File: src/rtl/tlic_pkg.sv
// Purpose : shared constants and types for the two-level interrupt controller
// Assumes : apb with 32-bit data, registers one aligned word each
// Notes   : enable and priority register offsets are byte addresses scaled from their indices; the others are fixed addresses
`default_nettype none
package tlic_pkg;
    localparam int          TLIC_NSRC       = 11;
    localparam int          TLIC_AW         = 12;
    // register indices and byte addresses
    localparam logic [7:0]  TLIC_IDX_ENP    = 8'hA8;
    localparam logic [7:0]  TLIC_IDX_ENS    = 8'hA9;
    localparam logic [7:0]  TLIC_IDX_PRP    = 8'hB8;
    localparam logic [11:0] TLIC_ADR_ENP    = {2'h0, TLIC_IDX_ENP, 2'h0};
    localparam logic [11:0] TLIC_ADR_ENS    = {2'h0, TLIC_IDX_ENS, 2'h0};
    localparam logic [11:0] TLIC_ADR_PRP    = {2'h0, TLIC_IDX_PRP, 2'h0};
    localparam logic [11:0] TLIC_ADR_ACK    = 12'h300;
    localparam logic [11:0] TLIC_ADR_RETI   = 12'h304;
    localparam logic [11:0] TLIC_ADR_STAT   = 12'h308;
    localparam logic [11:0] TLIC_ADR_IRQST  = 12'h30C;
    localparam logic [11:0] TLIC_ADR_IRQEN  = 12'h310;
    localparam logic [11:0] TLIC_ADR_IRQCLR = 12'h314;
    // reset values
    localparam logic [7:0]  TLIC_RST_ENP    = 8'h00;
    localparam logic [7:0]  TLIC_RST_ENS    = 8'hA0;
    localparam logic [7:0]  TLIC_RST_PRP    = 8'h00;
    // field positions
    localparam int          TLIC_GATE_BIT   = 7;
    localparam int          TLIC_ENS_MBZ    = 3;
    localparam logic [7:0]  TLIC_PRP_MASK   = 8'h7F;
    localparam logic [7:0]  TLIC_ENS_MASK   = 8'hF7;
    // source indices in polling order, 0 wins
    localparam int          S_SUPPLY = 0, S_WDOG = 1, S_EXT0 = 2, S_CONV = 3, S_TMR0 = 4, S_EXT1 = 5;
    localparam int          S_TMR1 = 6, S_SERIF = 7, S_UART = 8, S_TMR2 = 9, S_INTV = 10;
    typedef logic [15:0] tlic_vec_t;
    localparam tlic_vec_t   TLIC_VEC [TLIC_NSRC] = '{16'h0043, 16'h005B, 16'h0003, 16'h0033, 16'h000B,
                                                     16'h0013, 16'h001B, 16'h003B, 16'h0023, 16'h002B,
                                                     16'h0053};
    typedef enum logic [1:0] {TLIC_IDLE, TLIC_LOW, TLIC_HIGH, TLIC_BOTH} tlic_lvl_t;
    typedef struct packed {
        logic       valid;
        logic [3:0] src;
        tlic_vec_t  vector;
    } tlic_vreq_t;
endpackage : tlic_pkg
`default_nettype wire

File: src/rtl/tlic_ctrl.sv
// Purpose : two-level interrupt controller with apb register access
// Assumes : requests are synchronous levels on pclk; core acks a vector and reports return
// Notes   : the core pushes its pc and jumps to vreq.vector when it writes the ack register
//
// How it works
// - Two priority levels are set up through three software registers.
// - Bit 7 of the primary enable register gates every source off when low.
// - Primary enable bits 6..0 enable converter, timer2, uart, timer1, ext1, timer0, ext0.
// - Primary priority bits 6..0 select high level for the same sources, bit 7 reserved.
// - Secondary bits 2..0 enable interval, supply monitor and serial interface sources.
// - Secondary bits 6..4 set the level of interval, supply monitor and serial interface.
// - A pending enabled high request preempts a low service routine.
// - With both levels pending the high one is vectored first.
// - A routine is never preempted by a request of its own level.
// - Same-level requests are polled in a fixed order, supply monitor first, interval last.
// - On acceptance the core pushes its pc and loads the chosen vector.
// - Each source has its fixed vector address.
//
// The APB register port was decided locally.
`default_nettype none
module tlic_ctrl
    import tlic_pkg::*;
(
    input  wire logic        pclk,
    input  wire logic        presetn,
    input  wire logic        psel,
    input  wire logic        penable,
    input  wire logic        pwrite,
    input  wire logic [11:0] paddr,
    input  wire logic [31:0] pwdata,
    output logic      [31:0] prdata,
    output logic             pready,
    output logic             pslverr,
    input  wire logic        supply_mon_request,
    input  wire logic        watchdog_request,
    input  wire logic        ext0_request,
    input  wire logic        converter_request,
    input  wire logic        timer0_overflow,
    input  wire logic        ext1_request,
    input  wire logic        timer1_overflow,
    input  wire logic        serial_if_request,
    input  wire logic        serial_rx_done,
    input  wire logic        serial_tx_done,
    input  wire logic        timer2_overflow,
    input  wire logic        timer2_external_flag,
    input  wire logic        interval_request,
    output tlic_vreq_t       vreq,
    output logic             irq
);
    // ------------------------------------------------------------
    // registers
    // ------------------------------------------------------------
    logic [7:0]           enp_q, ens_q, prp_q;
    tlic_lvl_t            lvl_q;
    logic [TLIC_NSRC-1:0] raw, en, hi, pend;
    logic [3:0]           evst_q, evmask_q;
    tlic_vreq_t           vreq_d;
    logic                 wr, rd, hit;
    logic                 ack_wr, reti_wr;

    assign wr      = psel && penable && pwrite;
    assign rd      = psel && !penable && !pwrite;
    assign ack_wr  = wr && (paddr == TLIC_ADR_ACK);
    assign reti_wr = wr && (paddr == TLIC_ADR_RETI);

    // unmapped addresses answer with an error rather than stalling the bus
    always_comb begin
        hit = (paddr == TLIC_ADR_ENP) || (paddr == TLIC_ADR_ENS) || (paddr == TLIC_ADR_PRP) ||
              (paddr == TLIC_ADR_ACK) || (paddr == TLIC_ADR_RETI) || (paddr == TLIC_ADR_STAT) ||
              (paddr == TLIC_ADR_IRQST) || (paddr == TLIC_ADR_IRQEN) || (paddr == TLIC_ADR_IRQCLR);
    end

    // ------------------------------------------------------------
    // configuration registers
    // ------------------------------------------------------------
    always_ff @(posedge pclk or negedge presetn) begin
        if (!presetn) begin
            enp_q <= TLIC_RST_ENP;
            ens_q <= TLIC_RST_ENS;
            prp_q <= TLIC_RST_PRP;
        end else if (wr) begin
            if (paddr == TLIC_ADR_ENP) begin
                enp_q <= pwdata[7:0];
            end
            // bit 3 forced low so a careless write cannot set it
            if (paddr == TLIC_ADR_ENS) begin
                ens_q <= pwdata[7:0] & TLIC_ENS_MASK;
            end
            if (paddr == TLIC_ADR_PRP) begin
                prp_q <= pwdata[7:0] & TLIC_PRP_MASK;
            end
        end
    end

    // ------------------------------------------------------------
    // request collection, enables and levels
    // ------------------------------------------------------------
    always_comb begin
        raw = '0;
        raw[S_SUPPLY] = supply_mon_request;
        raw[S_WDOG]   = watchdog_request;
        raw[S_EXT0]   = ext0_request;
        raw[S_CONV]   = converter_request;
        raw[S_TMR0]   = timer0_overflow;
        raw[S_EXT1]   = ext1_request;
        raw[S_TMR1]   = timer1_overflow;
        raw[S_SERIF]  = serial_if_request;
        raw[S_UART]   = serial_rx_done | serial_tx_done;
        raw[S_TMR2]   = timer2_overflow | timer2_external_flag;
        raw[S_INTV]   = interval_request;
        // watchdog has no enable bit of its own; only the global gate bit 7 masks it
        en = '0;
        en[S_WDOG]   = 1'b1;
        en[S_EXT0]   = enp_q[0];
        en[S_TMR0]   = enp_q[1];
        en[S_EXT1]   = enp_q[2];
        en[S_TMR1]   = enp_q[3];
        en[S_UART]   = enp_q[4];
        en[S_TMR2]   = enp_q[5];
        en[S_CONV]   = enp_q[6];
        en[S_SERIF]  = ens_q[0];
        en[S_SUPPLY] = ens_q[1];
        en[S_INTV]   = ens_q[2];
        hi = '0;
        hi[S_WDOG]   = 1'b1;
        hi[S_EXT0]   = prp_q[0];
        hi[S_TMR0]   = prp_q[1];
        hi[S_EXT1]   = prp_q[2];
        hi[S_TMR1]   = prp_q[3];
        hi[S_UART]   = prp_q[4];
        hi[S_TMR2]   = prp_q[5];
        hi[S_CONV]   = prp_q[6];
        hi[S_SERIF]  = ens_q[4];
        hi[S_SUPPLY] = ens_q[5];
        hi[S_INTV]   = ens_q[6];
        pend = raw & en & {TLIC_NSRC{enp_q[TLIC_GATE_BIT]}};
    end

    // ------------------------------------------------------------
    // arbitration: level first, then polling order
    // ------------------------------------------------------------
    always_comb begin
        logic [TLIC_NSRC-1:0] cand;
        cand   = '0;
        vreq_d = '0;
        case (lvl_q)
            TLIC_IDLE: cand = (|(pend & hi)) ? (pend & hi) : pend;
            TLIC_LOW:  cand = pend & hi;
            TLIC_HIGH: cand = '0;
            TLIC_BOTH: cand = '0;
            default:   cand = '0;
        endcase
        // walk from the bottom so the lowest index, first in the poll, is written last
        for (int i = TLIC_NSRC - 1; i >= 0; i--) begin
            if (cand[i]) begin
                vreq_d.valid  = 1'b1;
                vreq_d.src    = 4'(i);
                vreq_d.vector = TLIC_VEC[i];
            end
        end
    end

    always_ff @(posedge pclk or negedge presetn) begin
        if (!presetn) begin
            vreq <= '0;
        end else begin
            // taking the offer clears it at once, so a held level is not taken twice
            vreq <= (ack_wr && vreq.valid) ? '0 : vreq_d;
        end
    end

    // ------------------------------------------------------------
    // in-service level tracking
    // ------------------------------------------------------------
    always_ff @(posedge pclk or negedge presetn) begin
        if (!presetn) begin
            lvl_q <= TLIC_IDLE;
        end else if (ack_wr && vreq.valid) begin
            case (lvl_q)
                TLIC_IDLE: lvl_q <= hi[vreq.src] ? TLIC_HIGH : TLIC_LOW;
                // a preempted low routine is remembered under the high one
                TLIC_LOW:  lvl_q <= TLIC_BOTH;
                default:   lvl_q <= lvl_q;
            endcase
        end else if (reti_wr) begin
            case (lvl_q)
                TLIC_BOTH: lvl_q <= TLIC_LOW;
                default:   lvl_q <= TLIC_IDLE;
            endcase
        end
    end

    // ------------------------------------------------------------
    // event status, enable, clear and interrupt line
    // ------------------------------------------------------------
    logic [3:0] ev;
    // events: 0 vector accepted, 1 preemption, 2 return, 3 write to reserved bit
    assign ev = {wr && paddr == TLIC_ADR_ENS && pwdata[TLIC_ENS_MBZ],
                 reti_wr, ack_wr && vreq.valid && lvl_q == TLIC_LOW, ack_wr && vreq.valid};

    always_ff @(posedge pclk or negedge presetn) begin
        if (!presetn) begin
            evst_q <= 4'h0;
        end else begin
            // set wins over a clear in the same cycle
            evst_q <= (evst_q & ~((wr && paddr == TLIC_ADR_IRQCLR) ? pwdata[3:0] : 4'h0)) | ev;
        end
    end

    always_ff @(posedge pclk or negedge presetn) begin
        if (!presetn) begin
            evmask_q <= 4'h0;
        end else if (wr && paddr == TLIC_ADR_IRQEN) begin
            evmask_q <= pwdata[3:0];
        end
    end

    always_ff @(posedge pclk or negedge presetn) begin
        if (!presetn) begin
            irq <= 1'b0;
        end else begin
            irq <= |(((evst_q & ~((wr && paddr == TLIC_ADR_IRQCLR) ? pwdata[3:0] : 4'h0)) | ev) & evmask_q);
        end
    end

    // ------------------------------------------------------------
    // apb read path and answer
    // ------------------------------------------------------------
    always_ff @(posedge pclk or negedge presetn) begin
        if (!presetn) begin
            prdata <= 32'h0000_0000;
        end else if (rd) begin
            case (paddr)
                TLIC_ADR_ENP:   prdata <= {24'h00_0000, enp_q};
                TLIC_ADR_ENS:   prdata <= {24'h00_0000, ens_q};
                TLIC_ADR_PRP:   prdata <= {24'h00_0000, prp_q};
                TLIC_ADR_STAT:  prdata <= {9'h000, vreq.vector, vreq.src, 1'b0, lvl_q};
                TLIC_ADR_IRQST: prdata <= {28'h000_0000, evst_q};
                TLIC_ADR_IRQEN: prdata <= {28'h000_0000, evmask_q};
                default:        prdata <= 32'h0000_0000;
            endcase
        end
    end

    always_ff @(posedge pclk or negedge presetn) begin
        if (!presetn) begin
            pready  <= 1'b0;
            pslverr <= 1'b0;
        end else begin
            // no wait states: every access is answered one cycle after its setup
            pready  <= psel && !penable;
            pslverr <= psel && !penable && !hit;
        end
    end

    // ------------------------------------------------------------
    // level map behind the offer
    // ------------------------------------------------------------
    // the offer is built from last cycle's levels; checks compare against this copy
    logic [TLIC_NSRC-1:0] hi_q;

    always_ff @(posedge pclk or negedge presetn) begin
        if (!presetn) begin
            hi_q <= '0;
        end else begin
            hi_q <= hi;
        end
    end

    // ------------------------------------------------------------
    // checks: arbitration and service
    // ------------------------------------------------------------
    chk_gate_blocks: assert property (@(posedge pclk) disable iff (!presetn)
        !enp_q[TLIC_GATE_BIT] && !ack_wr |=> !vreq.valid)
        else $error("vector offered while global gate is off");
    chk_same_level: assert property (@(posedge pclk) disable iff (!presetn)
        lvl_q == TLIC_HIGH |=> !vreq.valid)
        else $error("request offered during high level routine");
    chk_low_preempt: assert property (@(posedge pclk) disable iff (!presetn)
        lvl_q == TLIC_LOW && vreq.valid |-> hi_q[vreq.src])
        else $error("low request offered during low routine");
    chk_high_first: assert property (@(posedge pclk) disable iff (!presetn)
        lvl_q == TLIC_IDLE && |(pend & hi) && !ack_wr |=> vreq.valid && hi_q[vreq.src])
        else $error("high request not vectored first");
    chk_vector_map: assert property (@(posedge pclk) disable iff (!presetn)
        vreq.valid |-> vreq.vector == TLIC_VEC[vreq.src])
        else $error("vector does not match source");
    chk_poll_order: assert property (@(posedge pclk) disable iff (!presetn)
        lvl_q == TLIC_IDLE && pend[S_SUPPLY] && hi[S_SUPPLY] && !ack_wr |=> vreq.src == 4'h0)
        else $error("supply monitor not first in polling");
    chk_mbz_bit: assert property (@(posedge pclk) disable iff (!presetn)
        ##1 !ens_q[TLIC_ENS_MBZ])
        else $error("reserved secondary bit set");
    chk_ack_level: assert property (@(posedge pclk) disable iff (!presetn)
        lvl_q == TLIC_IDLE && ack_wr && vreq.valid |=> lvl_q != TLIC_IDLE ##1 1'b1)
        else $error("accepted vector did not enter service");
    chk_shared_uart: assert property (@(posedge pclk) disable iff (!presetn)
        enp_q[TLIC_GATE_BIT] && en[S_UART] && lvl_q == TLIC_IDLE && !ack_wr && raw == (11'h001 << S_UART)
        |=> vreq.vector == 16'h0023)
        else $error("serial flags not sharing vector");
    chk_shared_timer2: assert property (@(posedge pclk) disable iff (!presetn)
        enp_q[TLIC_GATE_BIT] && en[S_TMR2] && lvl_q == TLIC_IDLE && !ack_wr && raw == (11'h001 << S_TMR2)
        |=> vreq.vector == 16'h002B)
        else $error("timer2 flags not sharing vector");
    chk_both_quiet: assert property (@(posedge pclk) disable iff (!presetn)
        lvl_q == TLIC_BOTH |=> !vreq.valid)
        else $error("request offered while both levels are in service");
    chk_ack_clears: assert property (@(posedge pclk) disable iff (!presetn)
        ack_wr && vreq.valid |=> !vreq.valid)
        else $error("taken vector still offered");
    chk_reti_unwind: assert property (@(posedge pclk) disable iff (!presetn)
        reti_wr && lvl_q == TLIC_BOTH |=> lvl_q == TLIC_LOW)
        else $error("return from high routine lost the low routine");
    chk_idle_offer: assert property (@(posedge pclk) disable iff (!presetn)
        lvl_q == TLIC_IDLE && (|pend) && !ack_wr |=> vreq.valid)
        else $error("pending request not offered");
    chk_enable_blocks: assert property (@(posedge pclk) disable iff (!presetn)
        !(|(raw & en)) |=> !vreq.valid)
        else $error("vector offered for a disabled source");

    // ------------------------------------------------------------
    // checks: bus, registers and events
    // ------------------------------------------------------------
    chk_prp_write: assert property (@(posedge pclk) disable iff (!presetn)
        wr && paddr == TLIC_ADR_PRP |=> (prp_q & ~TLIC_PRP_MASK) == 8'h00 && prp_q[6:0] == $past(pwdata[6:0]))
        else $error("priority register write not stored");
    chk_ens_write: assert property (@(posedge pclk) disable iff (!presetn)
        wr && paddr == TLIC_ADR_ENS |=> !ens_q[TLIC_ENS_MBZ] && ens_q[2:0] == $past(pwdata[2:0]) &&
        ens_q[6:4] == $past(pwdata[6:4]))
        else $error("secondary register write not stored");
    chk_set_wins: assert property (@(posedge pclk) disable iff (!presetn)
        (|ev) |=> (evst_q & $past(ev)) == $past(ev))
        else $error("event lost against a clear");
    chk_irq_follows: assert property (@(posedge pclk) disable iff (!presetn)
        1'b1 |=> irq == (|(evst_q & $past(evmask_q))))
        else $error("interrupt line does not follow enabled status");
    chk_slverr_ready: assert property (@(posedge pclk) disable iff (!presetn)
        pslverr |-> pready)
        else $error("error answer without ready");
    chk_unmapped_read: assert property (@(posedge pclk) disable iff (!presetn)
        psel && !penable && !pwrite && !hit |=> pslverr && prdata == 32'h0000_0000)
        else $error("unmapped read not refused");
    chk_pready_pulse: assert property (@(posedge pclk) disable iff (!presetn)
        pready |=> !pready)
        else $error("ready held past the access cycle");
endmodule : tlic_ctrl
`default_nettype wire

File: config.mk
export PLATFORM = sky130hd
export DESIGN_NAME = tlic_ctrl
export DESIGN_NICKNAME = d
export VERILOG_FILES = /design/src/rtl/tlic_pkg.sv /design/src/rtl/tlic_ctrl.sv
export SDC_FILE = /design/constraint.sdc
export NUM_CORES = 1
export LEC_CHECK = 0
export ABC_CLOCK_PERIOD_IN_PS = 2100
export BUFFER_PORTS_ARGS = -buffer_cell sky130_fd_sc_hd__buf_2
export CAP_MARGIN = 20
export CORE_UTILIZATION = 40
export DETAILED_ROUTE_END_ITERATION = 10
export GPL_TIMING_DRIVEN = 0
export HOLD_SLACK_MARGIN = 0.08
export PLACE_DENSITY_LB_ADDON = 0.05
export SLEW_MARGIN = 20
export SYNTH_ARGS = -nofsm -noshare
export SYNTH_HDL_FRONTEND = slang
export SYNTH_SLANG_ARGS = --single-unit
File: constraint.sdc
create_clock -name pclk -period 2.1 [get_ports pclk]
set_input_delay 0.525 -clock pclk [delete_from_list [all_inputs] [get_ports pclk]]
set_output_delay 0.525 -clock pclk [all_outputs]
set_load 0.05 [all_outputs]
# Word level (Yosys, flattened, before mapping)
# Index checks and enable logic that the tools add are counted.
# word_totals
reg_bits	88
input_bits	62
out_inout_bits	56
# op_classes
mux	23
n_bitwise	9
order_cmp	1
reduce_logical	33
eq_ne	13
# op_table
cell	n
two-way mux 21 bit	12
case mux 23 bit (6 select lines)	1
== test 12 x 10 -> 1 bit (second input constant)	9
bitwise AND 11 bit	3
case mux 11 bit (3 select lines)	1
logical AND 1 bit	13
two-way mux 11 bit	1
OR reduction 11 bit	1
bitwise AND 4 bit	2
logical OR 1 bit	8
AND reduction 2 bit	4
two-way mux 2 bit	3
< comparator 4 x 5 -> 1 bit (second input constant)	1
binary-select mux 1 bit (select 4 bit)	1
== test 2 bit (second input constant)	2
two-way mux 4 bit	1
NOT 4 bit	1
bitwise OR 4 bit	1
case mux 2 bit (2 select lines)	1
OR reduction 4 bit	1
logical NOT 1 bit	3
!= test 3 x 1 -> 1 bit (second input constant)	1
== test 2 x 1 -> 1 bit (second input constant)	1
logical NOT 2 bit	1
4 further kinds	6

# Longest topological paths before layout
# depth
word_depth	19
mapped_depth	8
depth_no_buf	7

# Worst setup path before layout
# OpenSTA, ideal clock, no wires.
# synth_timing
path_kind	input-to-reg
from	input paddr[11]
to	register evmask_q[0]
slack_ns	-0.068
setup_ns	0.125
t_arrival_ns	2.043
required_time_ns	1.975
n_path_buf	1
path_stages	6
path_cell_list	or3b_4 -> nor4_4 -> and3_1 -> buf_2 -> and2_1 -> mux2_2
# synth_between
elab_chain_cells	2
# synth_rtl
element	line_no	text
from (decl)	tlic_ctrl.sv:29	input wire logic [11:0] paddr,
== test 12 x 10 -> 1 bit	tlic_ctrl.sv:213	end else if (wr && paddr == TLIC_ADR_IRQEN) begin
logical AND 1 bit	tlic_ctrl.sv:213	
to (signal assigned)	tlic_ctrl.sv:214	evmask_q <= pwdata[3:0];
to (decl)	tlic_ctrl.sv:56	logic [3:0] evst_q, evmask_q;
# Every way passes these cells.
# A chain may end at the register's enable or synchronous reset.

# Final worst setup path
# layout_timing
from	input paddr[10]
to	register evmask_q[0]
# Same word-level chain as after synthesis.

==> reports/summary.txt <==
Final ANT Viol Nets - 0
Final setup violation count - 0
Slowest stage cell on the critical path - or3b_4
R2R cell count - 7
Hold Crit Class - input port to asynchronous set/reset pin
Clk Latency, worst-skew pair - 0.34 ns
DRT iter0 DRCs - 285
Total power - 2.38 mW
Main synth FF type - dfrtp_1
Min cycle time layout - 2.06 ns
Crit end category - flip-flop
Critical R2R Launch - enp_q[7]
Router iterations before antenna repair - 5
# nets final - 530
Layout area overhead - 29.1%
Number of global-route vias before repair - 2798
CP max stage delay - 0.40 ns
Die H - 95.0 um
Mapped Cells - 352
Die Span X - 95.0 um
Final Slew Violations - 0
Worst slew margin - 51.4%
Post-synth top area share - 39.8%
Critical path class - input port to flip-flop
Post-synth EDFFs - 0
Mapped Avg Cell Area - 9.82 sq um
Drt drc - 0
Crit-path max FO - 5
Arr. time, crit path - 2.28 ns
RSZ-0062 raised after global routing - yes
FF+latch count, synth - 57
Die Area - 9020 sq um
First-pass GRT wire length - 15000 um
Max-cap viol count - 0
CP Launch Type - input port
Port Buffers - 62
Clock-pin slew on the worst setup and hold paths - 0.08 ns
Sequential fraction of the synthesis area - 41.3%
Ys async rst share - 100%
Required time of the critical path - 2.31 ns
Status - complete, no violations
Routability congestion estimate - 0.900
Critical path launch point - paddr[10]
Routed len/inst - 16.4 um
DR vias - 3015
Clk buf depth - 2
CP cell instances - buf_6 -> or3b_4 -> nor4_4 -> buf_4 -> and3_4 -> buf_6 -> and2_4 -> mux2_4
Worst-margin pin slew - 0.729 ns
GRT Util Overall - 22.6%
CTS tree - built
Pwr Density - 533 nW/um^2
Initial core utilization - 41.7%
CTS root buffer - clkbuf_8
N_diodes - 0
Share of cells above drive strength 1 - 41.9%
YS warnings - 0
Min Hold Slack - 0.240 ns
H-tree levels - 3
Period utilization - 98.2%
P_leak - 2.23 nW
Clock Sinks - 57
Synthesized area - 3460 sq um
Fmax - 485 MHz
Grt ovf - 0
Largest net degree at the start of global routing - 58
Synth area leader - dfrtp_1
Fin Clk Skew - 0.0147 ns
Initial antenna violation count - 0
Crit-path most repeated cell - buf_6
Vias/cell - 5.23
DP HPWL - 7040 um
Final Hold Fails - 0
Worst vdd ir - 0.271 mV
Total Wirelength - 9450 um
Rows - 33
CTS Buf Count - 9
Yosys cell types - 72
Core area - 8300 sq um
# IOs - 118
Total Neg Setup Slack - 0 ns
Top cells by area, synth - dfrtp_1, mux2_2, buf_4
-- stage by stage --
stage | utilization, % | std cells | worst slack, ns | area, sq um
after global routing | 53.8 | 577 | -0.0462 | 4460
after floorplan | - | 380 | -0.0381 | 3590
after detailed placement | 48.7 | 547 | -0.410 | 4040
after CTS | 51.9 | 568 | 0.0114 | 4310
after global placement | 48.6 | 547 | -0.420 | 4040
final | 53.8 | 577 | 0.0369 | 4460
-- cell families after synthesis --
kind of cell,synth area share (%)
buffers and inverters,9.01
other,0.108
flip-flops,41.3
AO/OA/AOI/OAI,16.9
AND/OR/NAND/NOR,20.9
multiplexers,11.8
-- placed cells by master, fill, tap and decap left out, drive strengths merged, types with 3 or more instances in the layout --
master and n:
buf 112, a222oi 3, a21o 3, o21ai 22, inv 9, clkinv 3, o21a 3, conb 29
mux2i 8, and3 4, o211ai 4, dfrtp 55, nand2b 4, a21oi 16, nor2 16, mux2 27
nand4 3, nor4 4, o22ai 3, a211oi 3, clkbuf 15, a22oi 4, and2b 3, and2 5
nand2 50, nand3 23, a31oi 6, nor3 4
-- flip-flops by register name (all words and copies together), names as in the netlist --
signal / count
ens_q: 7
prdata: 13
prp_q: 7
lvl_q: 2
evst_q: 4
irq: 1
pready: 1
evmask_q: 4
vreq: 9
pslverr: 1
enp_q: 8
-- routing by layer --
| metal | track usage [%] | wire, um |
|---|---|---|
| met3 | 3.95 | 570 |
| met5 | 0 | 0 |
| met2 | 34.0 | 4250 |
| met1 | 33.3 | 4550 |
| met4 | 5.93 | 80 |
-- where the power goes --
| part | leakage, nW | total (mW) | internal, mW | switching [mW] |
|---|---|---|---|---|
| clock | 0.0929 | 0.961 | 0.536 | 0.426 |
| combinational | 1.36 | 0.312 | 0.0876 | 0.224 |
| sequential | 0.777 | 1.11 | 1.10 | 0.00266 |
-- worst paths after layout --
kind                               end  slack (ns)
max                        evmask_q[0]        0.04
min                            pslverr        0.24
max reg2reg                    vreq[5]        0.04
min reg2reg                 prdata[13]        0.46
max in group asynchronous     ens_q[1]        1.32
min in group pclk           prdata[13]        0.46
-- synth_stat cells, types with 4 or more instances --
cell type / n
o21ai_0: 21
buf_4: 32
dfrtp_1: 55
nor2_1: 15
a31oi_1: 6
nand2_1: 48
mux2_2: 27
nand2b_1: 4
inv_1: 9
mux2i_1: 8
nand3_1: 21
a21oi_1: 15
a22oi_1: 4
-- worst max-delay path, delay by kind of cell --
kind | cells | cell delay, ns
simple gates | 4 | 1.08
buf+inv | 3 | 0.37
mux | 1 | 0.30
-- layout make-up --
type | count | area (sq um)
Fill cell | 806 | 3830
Multi-Input combinational cell | 275 | 1960
Sequential cell | 57 | 1440
Timing Repair Buffer | 77 | 444
Buffer | 39 | 285
Clock buffer | 11 | 131
Tap cell | 105 | 131
Clock inverter | 4 | 45.0
Inverter | 9 | 33.8
-- what timing repair did --
action	CTS	global route
buffers inserted	6	9
setup endpoints to repair	20	21
gates resized for setup	6	25
endpoints found under the hold margin	0	0
pin swaps	3	7
hold buffers	0	0
Note: power is estimated with default switching activity, not from simulation.
